### config.mk
export PLATFORM = sky130hd
export DESIGN_NAME = dma_channel_engine
export DESIGN_NICKNAME = d
export VERILOG_FILES = /design/src/hdl/dma_channel_engine.v
export VERILOG_INCLUDE_DIRS = /design/src /design/src/hdl
export SDC_FILE = /design/constraint.sdc
export NUM_CORES = 1
export LEC_CHECK = 0
export ABC_AREA = 1
export BUFFER_PORTS_ARGS = -buffer_cell sky130_fd_sc_hd__buf_2
export CORE_MARGIN = 1.5
export CORE_UTILIZATION = 57
export CTS_CLUSTER_DIAMETER = 30
export CTS_CLUSTER_SIZE = 14
export DETAILED_ROUTE_END_ITERATION = 10
export MAX_ROUTING_LAYER = met4
export PLACE_DENSITY = 0.81
export SYNTH_ARGS = -nofsm -noshare
export SYNTH_HDL_FRONTEND = slang
export SYNTH_SLANG_ARGS = --single-unit
### constraint.sdc
create_clock -name SYS_CLK -period 4.6 [get_ports SYS_CLK]
set_input_delay 0.23 -clock SYS_CLK [delete_from_list [all_inputs] [get_ports SYS_CLK]]
set_output_delay 0.23 -clock SYS_CLK [all_outputs]
set_load 0.02 [all_outputs]
### src/hdl/dma_channel_defines.vh
`ifndef DMA_CHANNEL_DEFINES_VH
`define DMA_CHANNEL_DEFINES_VH

// Register indices on the slave word address.
`define IDX_ITEM_INDEX      32'h5000_361E
`define IDX_SRC_START_LOW   32'h5000_3620
`define IDX_SRC_START_HIGH  32'h5000_3622
`define IDX_DST_START_LOW   32'h5000_3624
`define IDX_DST_START_HIGH  32'h5000_3626
`define IDX_IRQ_THRESHOLD   32'h5000_3628
`define IDX_XFER_LENGTH     32'h5000_362A
`define IDX_CONTROL_WORD    32'h5000_362C

// Control word field positions.
`define CTL_ON              0
`define CTL_WIDTH_LO        1
`define CTL_WIDTH_HI        2
`define CTL_IRQ_EN          3
`define CTL_TRIG_MODE       4
`define CTL_DST_INC         5
`define CTL_SRC_INC         6
`define CTL_CIRCULAR        7
`define CTL_PRIO_LO         8
`define CTL_PRIO_HI         10
`define CTL_STEAL           11
`define CTL_FILL            12
`define CTL_EDGE_SENSE      13
`define CTL_WRITE_MASK      16'h3FFF

// Reset values.
`define RST_REG16           16'h0000
`define RST_DATA32          32'h0000_0000

// Bus width codes.
`define WIDTH_BYTE          2'h0
`define WIDTH_HALF          2'h1
`define WIDTH_WORD          2'h2

`endif

### src/hdl/dma_channel_engine.v
`timescale 1ns/1ps
`include "dma_channel_defines.vh"

module dma_channel_engine #(
    parameter NUM_CH = 4,
    parameter CH_ID  = 0
) (
    input  wire                  SYS_CLK,
    input  wire                  SRST,
    input  wire [31:0]           AVS_ADDRESS,
    input  wire                  AVS_READ,
    input  wire                  AVS_WRITE,
    input  wire [31:0]           AVS_WRITEDATA,
    input  wire [3:0]            AVS_BYTEENABLE,
    output wire [31:0]           AVS_READDATA,
    output wire                  AVS_WAITREQUEST,
    input  wire                  PERIPH_REQ,
    input  wire [NUM_CH-1:0]     PEER_REQ,
    input  wire [3*NUM_CH-1:0]   PEER_PRIO,
    input  wire [NUM_CH-1:0]     PEER_LOCK,
    output wire                  BUS_REQ,
    output wire [2:0]            BUS_PRIO,
    output wire                  BUS_LOCK,
    output wire [31:0]           M_ADDRESS,
    output wire                  M_READ,
    output wire                  M_WRITE,
    output wire [31:0]           M_WRITEDATA,
    output wire [1:0]            M_WIDTH,
    input  wire [31:0]           M_READDATA,
    input  wire                  M_WAITREQUEST,
    output wire                  IRQ
);

    localparam [2:0] ST_IDLE = 3'h0;
    localparam [2:0] ST_WAIT = 3'h1;
    localparam [2:0] ST_ARB  = 3'h2;
    localparam [2:0] ST_READ = 3'h3;
    localparam [2:0] ST_WRIT = 3'h4;
    localparam [2:0] ST_GAP  = 3'h5;

    reg  [15:0] src_low_ff;
    reg  [15:0] src_high_ff;
    reg  [15:0] dst_low_ff;
    reg  [15:0] dst_high_ff;
    reg  [15:0] threshold_ff;
    reg  [15:0] length_ff;
    reg  [15:0] control_ff;
    reg  [15:0] item_index_ff;
    reg  [15:0] nxt_item_index;
    reg  [2:0]  state_ff;
    reg  [2:0]  nxt_state;
    reg         nxt_on_clear;
    reg         ack_ff;
    reg  [31:0] readdata_ff;
    reg  [15:0] rd_mux;
    reg         sync1_ff;
    reg         sync2_ff;
    reg         req_prev_ff;
    reg         edge_pend_ff;
    reg         consume;
    reg  [31:0] data_ff;
    reg         data_valid_ff;
    reg  [31:0] m_addr_ff;
    reg         m_read_ff;
    reg         m_write_ff;
    reg         irq_ff;
    reg         nxt_irq;
    reg         win;
    reg  [2:0]  peer_p;
    reg  [31:0] step_base;
    reg  [31:0] src_step;
    reg  [31:0] dst_step;
    reg  [31:0] nxt_m_addr;
    integer     i;

    wire        bus_cycle   = AVS_READ | AVS_WRITE;
    wire        wr_hit      = AVS_WRITE & ack_ff;
    wire        ch_on       = control_ff[`CTL_ON];
    wire [1:0]  width_code  = control_ff[`CTL_WIDTH_HI:`CTL_WIDTH_LO];
    wire        triggered   = control_ff[`CTL_TRIG_MODE];
    wire        fill_mode   = control_ff[`CTL_FILL];
    wire [2:0]  my_prio     = control_ff[`CTL_PRIO_HI:`CTL_PRIO_LO];
    wire        steal_mode  = control_ff[`CTL_STEAL] & ~triggered;
    wire        hold_bus    = fill_mode | (~control_ff[`CTL_STEAL] & ~triggered);
    wire        busy        = (state_ff == ST_READ) | (state_ff == ST_WRIT);
    wire        last_item   = (item_index_ff == length_ff);
    wire        req_seen    = control_ff[`CTL_EDGE_SENSE] ? edge_pend_ff : sync2_ff;
    wire [31:0] src_start   = {src_high_ff, src_low_ff};
    wire [31:0] dst_start   = {dst_high_ff, dst_low_ff};

    // Avalon slave: one wait state, then the answer.
    assign AVS_WAITREQUEST = bus_cycle & ~ack_ff;
    assign AVS_READDATA    = readdata_ff;

    always @(posedge SYS_CLK) begin
        if (SRST) begin
            ack_ff <= 1'b0;
        end else begin
            ack_ff <= bus_cycle & ~ack_ff;
        end
    end

    always @* begin
        case (AVS_ADDRESS)
            `IDX_ITEM_INDEX:     rd_mux = item_index_ff;
            `IDX_SRC_START_LOW:  rd_mux = src_low_ff;
            `IDX_SRC_START_HIGH: rd_mux = src_high_ff;
            `IDX_DST_START_LOW:  rd_mux = dst_low_ff;
            `IDX_DST_START_HIGH: rd_mux = dst_high_ff;
            `IDX_IRQ_THRESHOLD:  rd_mux = threshold_ff;
            `IDX_XFER_LENGTH:    rd_mux = length_ff;
            `IDX_CONTROL_WORD:   rd_mux = control_ff & `CTL_WRITE_MASK;
            default:             rd_mux = `RST_REG16;
        endcase
    end

    always @(posedge SYS_CLK) begin
        if (SRST) begin
            readdata_ff <= `RST_DATA32;
        end else if (AVS_READ & ~ack_ff) begin
            readdata_ff <= {16'h0000, rd_mux};
        end
    end

    // Write of one 16-bit register under the two low byte enables.
    function [15:0] merge16;
        input [15:0] old;
        input [15:0] wd;
        input [1:0]  be;
        begin
            merge16 = {be[1] ? wd[15:8] : old[15:8], be[0] ? wd[7:0] : old[7:0]};
        end
    endfunction

    always @(posedge SYS_CLK) begin
        if (SRST) begin
            src_low_ff   <= `RST_REG16;
            src_high_ff  <= `RST_REG16;
            dst_low_ff   <= `RST_REG16;
            dst_high_ff  <= `RST_REG16;
            threshold_ff <= `RST_REG16;
            length_ff    <= `RST_REG16;
        end else if (wr_hit) begin
            if (AVS_ADDRESS == `IDX_SRC_START_LOW) begin
                src_low_ff <= merge16(src_low_ff, AVS_WRITEDATA[15:0], AVS_BYTEENABLE[1:0]);
            end
            if (AVS_ADDRESS == `IDX_SRC_START_HIGH) begin
                src_high_ff <= merge16(src_high_ff, AVS_WRITEDATA[15:0], AVS_BYTEENABLE[1:0]);
            end
            if (AVS_ADDRESS == `IDX_DST_START_LOW) begin
                dst_low_ff <= merge16(dst_low_ff, AVS_WRITEDATA[15:0], AVS_BYTEENABLE[1:0]);
            end
            if (AVS_ADDRESS == `IDX_DST_START_HIGH) begin
                dst_high_ff <= merge16(dst_high_ff, AVS_WRITEDATA[15:0], AVS_BYTEENABLE[1:0]);
            end
            if (AVS_ADDRESS == `IDX_IRQ_THRESHOLD) begin
                threshold_ff <= merge16(threshold_ff, AVS_WRITEDATA[15:0], AVS_BYTEENABLE[1:0]);
            end
            if (AVS_ADDRESS == `IDX_XFER_LENGTH) begin
                length_ff <= merge16(length_ff, AVS_WRITEDATA[15:0], AVS_BYTEENABLE[1:0]);
            end
        end
    end

    // A software write of the control word wins over the hardware clear of the on bit.
    always @(posedge SYS_CLK) begin
        if (SRST) begin
            control_ff <= `RST_REG16;
        end else if (wr_hit && AVS_ADDRESS == `IDX_CONTROL_WORD) begin
            control_ff <= merge16(control_ff, AVS_WRITEDATA[15:0], AVS_BYTEENABLE[1:0])
                          & `CTL_WRITE_MASK;
        end else if (nxt_on_clear) begin
            control_ff[`CTL_ON] <= 1'b0;
        end
    end

    // Peripheral request: two-stage synchroniser, then edge detection.
    always @(posedge SYS_CLK) begin
        if (SRST) begin
            sync1_ff     <= 1'b0;
            sync2_ff     <= 1'b0;
            req_prev_ff  <= 1'b0;
            edge_pend_ff <= 1'b0;
        end else begin
            sync1_ff    <= PERIPH_REQ;
            sync2_ff    <= sync1_ff;
            req_prev_ff <= sync2_ff;
            if (sync2_ff & ~req_prev_ff & ch_on) begin
                edge_pend_ff <= 1'b1;
            end else if (consume | ~ch_on) begin
                edge_pend_ff <= 1'b0;
            end
        end
    end

    // Distributed arbitration against the peer channels.
    always @* begin
        win = 1'b1;
        peer_p = 3'h0;
        for (i = 0; i < NUM_CH; i = i + 1) begin
            peer_p = PEER_PRIO[3*i +: 3];
            if (i != CH_ID) begin
                if (PEER_LOCK[i]) begin
                    win = 1'b0;
                end
                if (PEER_REQ[i] && (peer_p > my_prio)) begin
                    win = 1'b0;
                end
                if (PEER_REQ[i] && (peer_p == my_prio) && (i < CH_ID)) begin
                    win = 1'b0;
                end
            end
        end
    end

    assign BUS_REQ  = (state_ff == ST_ARB) | busy;
    assign BUS_PRIO = my_prio;
    assign BUS_LOCK = busy & hold_bus;

    // Address step per item; width code 11 gives no step.
    always @* begin
        case (width_code)
            `WIDTH_BYTE: step_base = {16'h0000, nxt_item_index};
            `WIDTH_HALF: step_base = {15'h0000, nxt_item_index, 1'b0};
            `WIDTH_WORD: step_base = {14'h0000, nxt_item_index, 2'b00};
            default:     step_base = 32'h0000_0000;
        endcase
    end

    always @* begin
        if (control_ff[`CTL_SRC_INC]) begin
            src_step = step_base;
        end else begin
            src_step = 32'h0000_0000;
        end
        if (control_ff[`CTL_DST_INC]) begin
            dst_step = step_base;
        end else begin
            dst_step = 32'h0000_0000;
        end
    end

    always @* begin
        if (nxt_state == ST_READ) begin
            nxt_m_addr = src_start + src_step;
        end else begin
            nxt_m_addr = dst_start + dst_step;
        end
    end

    always @* begin
        nxt_state      = state_ff;
        nxt_item_index = item_index_ff;
        nxt_on_clear   = 1'b0;
        nxt_irq        = 1'b0;
        consume        = 1'b0;
        case (state_ff)
            ST_IDLE: begin
                nxt_item_index = 16'h0000;
                if (ch_on) begin
                    nxt_state = triggered ? ST_WAIT : ST_ARB;
                end
            end
            ST_WAIT: begin
                if (req_seen) begin
                    consume   = 1'b1;
                    nxt_state = ST_ARB;
                end
            end
            ST_ARB: begin
                if (win) begin
                    nxt_state = (fill_mode & data_valid_ff) ? ST_WRIT : ST_READ;
                end
            end
            ST_READ: begin
                if (~M_WAITREQUEST) begin
                    nxt_state = ST_WRIT;
                end
            end
            ST_WRIT: begin
                if (~M_WAITREQUEST) begin
                    if (control_ff[`CTL_IRQ_EN] && threshold_ff == item_index_ff) begin
                        nxt_irq = 1'b1;
                    end
                    if (last_item) begin
                        nxt_item_index = 16'h0000;
                        if (control_ff[`CTL_CIRCULAR] & triggered) begin
                            nxt_state = ST_WAIT;
                        end else begin
                            nxt_on_clear = 1'b1;
                            nxt_state    = ST_IDLE;
                        end
                    end else begin
                        nxt_item_index = item_index_ff + 16'h0001;
                        if (hold_bus) begin
                            nxt_state = fill_mode ? ST_WRIT : ST_READ;
                        end else if (steal_mode) begin
                            nxt_state = ST_GAP;
                        end else begin
                            nxt_state = ST_WAIT;
                        end
                    end
                end
            end
            ST_GAP: begin
                nxt_state = ST_ARB;
            end
            default: begin
                nxt_state = ST_IDLE;
            end
        endcase
        if (~ch_on) begin
            nxt_state      = ST_IDLE;
            nxt_item_index = 16'h0000;
        end
    end

    always @(posedge SYS_CLK) begin
        if (SRST) begin
            state_ff      <= ST_IDLE;
            item_index_ff <= `RST_REG16;
            data_ff       <= `RST_DATA32;
            data_valid_ff <= 1'b0;
            m_addr_ff     <= `RST_DATA32;
            m_read_ff     <= 1'b0;
            m_write_ff    <= 1'b0;
            irq_ff        <= 1'b0;
        end else begin
            state_ff      <= nxt_state;
            item_index_ff <= nxt_item_index;
            irq_ff        <= nxt_irq;
            m_read_ff     <= (nxt_state == ST_READ);
            m_write_ff    <= (nxt_state == ST_WRIT);
            m_addr_ff     <= nxt_m_addr;
            if (state_ff == ST_READ && ~M_WAITREQUEST) begin
                data_ff       <= M_READDATA;
                data_valid_ff <= 1'b1;
            end else if (nxt_state == ST_IDLE || nxt_item_index == 16'h0000) begin
                data_valid_ff <= 1'b0;
            end
        end
    end

    assign M_ADDRESS   = m_addr_ff;
    assign M_READ      = m_read_ff;
    assign M_WRITE     = m_write_ff;
    assign M_WRITEDATA = data_ff;
    assign M_WIDTH     = width_code;
    assign IRQ         = irq_ff;

endmodule // dma_channel_engine

==> flow_metrics.tcl <==
set metrics [dict create \
    async_reset_ff_share_pct 0 \
    crit_path_max_incr_delay_ns 0.48 \
    drc 0 \
    synth_area_per_cell_sq_um 6.47 \
    placedCellCount 2537 \
    yosysSeqAreaShare_pct 32.7 \
    synth_ff_type "dfxtp_1" \
    die_w_um 156 \
    wl_mm 50.7 \
    relSlewSlack_pct 15.8 \
    leakage_uw 0.00780 \
    path_class "reg -> reg" \
    crit_fanout 6 \
    max_freq_mhz 234 \
    ys_ff_latch 218 \
    wl_per_cell_um 19.0 \
    antenna_found_initial 3 \
    cp-start-kind "flop" \
    grt_overflow 0 \
    crit_arrival_ns 4.72 \
    skew_ns 0.0283 \
    dp_hpwl_mm 36.1 \
    finalHoldViolCount 0 \
    cts_max_path_buffers 3 \
    fp-row-count 55 \
    synth_top_area_share_pct 32.7 \
    syn_to_final_growth_pct 26.2 \
    synth.most_common_cell "nand2_1" \
    h-tree-depth 2 \
    vdd_ir_drop_max_v 0.000337 \
    port_buffers 193 \
    grt_start_max_net_pins 99 \
    gp_congestion 1.08 \
    critPathSlowestCell "dfxtp_1" \
    min_period_ns 4.27 \
    io_pins 233 \
    fin_crit_sh_pct 92.9 \
    cap_viol_max_count 0 \
    fin_nets 2485 \
    outcome "finished, final reports clean" \
    synth.cells.most_frequent "nand2_1, nor2_1, inv_1" \
    rsz0062_at_grt "no" \
    synth_edf_count 0 \
    cts_tree "yes" \
    first_pass_iters 7 \
    yosysUniqueCellTypes 53 \
    cts.clk_slew.worst_paths_ns 0.05 \
    cts_buffers 50 \
    syn_area_sq_um 13400 \
    critPathMostFrequentCell "nand2_1" \
    core_area_sq_um 22800 \
    grt_pass1_wl_mm 77.9 \
    setup_viol 0 \
    tightest_slew_ns 1.26 \
    synth_cells 2065 \
    grt_pass1_vias 14702 \
    clock-sinks 218 \
    yosys_warnings 0 \
    synth_top_cell_by_area "dfxtp_1" \
    yosys-top-cells-area "dfxtp_1, nand2_1, o21ai_0" \
    insertion_delay_ns 0.56 \
    fin_cells 2669 \
    track_usage_pct 42.6 \
    dieArea_sq_um 24400 \
    drive_above_1_share_pct 15.8 \
    power_density_nw_per_um2 360 \
    totalNegativeSetupSlack_ns 0 \
    vias_per_cell 5.76 \
    worstHoldPathType "in -> reg" \
    dieHeight_um 156 \
    maxSlewViolCount 0 \
    endpoint_kind "flop" \
    postRouteAntennaNets 0 \
    dr_total_vias 15382 \
    start_util_pct 58.6 \
    cp.required_ns 5.04 \
    root_buffer "clkbuf_16" \
    drt_iter0_drc 1840 \
]
## layout make-up
class / instances / area [sq um]
tap: 313 / 392
inverter: 259 / 976
sequential: 218 / 4370
clock buffer: 57 / 1320
fill: 1861 / 5930
timing repair buffer: 284 / 1740
antenna: 3 / 7.51
multi-input combinational: 1498 / 7500
clock inverter: 37 / 552
## placed cells by master (no fill, tap or decap), types with 6 or more instances in the layout
cell type,netlist,routed
conb_1,1,16
nor2_1,249,247
xnor2_1,14,14
nand2_1,483,483
a21oi_1,201,200
inv_2,8,8
nor3_1,25,25
clkinvlp_4,0,6
o21ai_0,211,211
dfxtp_1,218,217
ha_1,46,46
buf_2,14,193
dlygate4sd3_1,0,35
o21a_1,6,6
bufinv_16,0,11
inv_6,0,6
clkbuf_16,0,51
clkinv_2,0,6
xor2_1,52,52
nor4_1,13,13
o22ai_1,25,25
o21ai_1,8,8
inv_1,248,247
buf_4,33,56
nand3_1,60,59
nand4_1,20,20
o221ai_1,13,13
## worst max-delay path: cells and delay by family (launching register included)
family	cells	cell delay (ns)
flip-flops	1	0.48
AND/OR/NAND/NOR	25	2.54
buffers and inverters	4	0.46
adder cells (fa/ha/maj)	1	0.34
AO/OA/AOI/OAI	2	0.34
## layer usage
metal,global-route usage (%),wire length (um),vias to the layer above
li1,-,-,7187
met1,50.0,19600,6926
met2,66.3,22200,1046
met3,11.2,5960,223
met4,23.9,2980,0
met5,-,0,-
## logic make-up (layout without fill, tap and decap cells)
family	count (synthesis)	count (layout)	share of synthesized area [%]
compound gates	493	493	19.8
flops	218	218	32.7
fa+ha+maj	48	48	4.61
simple gates	875	875	26.9
xor+xnor	66	66	4.33
other cells	1	19	0.0281
buf+inv	364	637	11.7
## final timing paths
check | to | slack (ns) | startpoint | depth (start not counted)
min | length_ff[12]$_SDFFE_PP0P_ | 0.08 | AVS_WRITEDATA[12] | 3
max | M_ADDRESS[31]$_SDFF_PP0_ | 0.33 | item_index_ff[9]$_SDFF_PP0_ | 32
min reg2reg | sync2_ff$_SDFF_PP0_ | 0.40 | sync1_ff$_SDFF_PP0_ | 2
max reg2reg | M_ADDRESS[31]$_SDFF_PP0_ | 0.33 | item_index_ff[9]$_SDFF_PP0_ | 32
## power breakdown
| group | leakage (uW) | internal, uW | switching, uW |
|---|---|---|---|
| Sequential | 0.00176 | 1890 | 0.854 |
| Combinational | 0.00515 | 77.0 | 140 |
| Clock | 0.000897 | 2700 | 1250 |
| Total | 0.00780 | 4670 | 1400 |
## through the flow
stage          total power [uW]  area (sq um)  hold WS [ns]  worst slack (ns)  utilization, %
3_3_place_gp               2110         14600         0.389             0.436            64.1
3_5_place_dp               2110         14600         0.402             0.396            64.1
2_1_floorplan              2030         13400         0.310              1.13               -
5_1_grt                    6190         16800         0.107           0.00110            74.0
6_report                   6070         16800        0.0826             0.327            74.0
4_1_cts                    6040         16800        0.0826             0.343            73.9
## timing repair
action,in CTS,in global routing
hold endpoints to repair,34,0
resized for setup,0,4
hold buffers,35,0
setup buffers,0,0
endpoints found under the setup margin,0,7
Note: power is estimated with default switching activity, not from simulation.
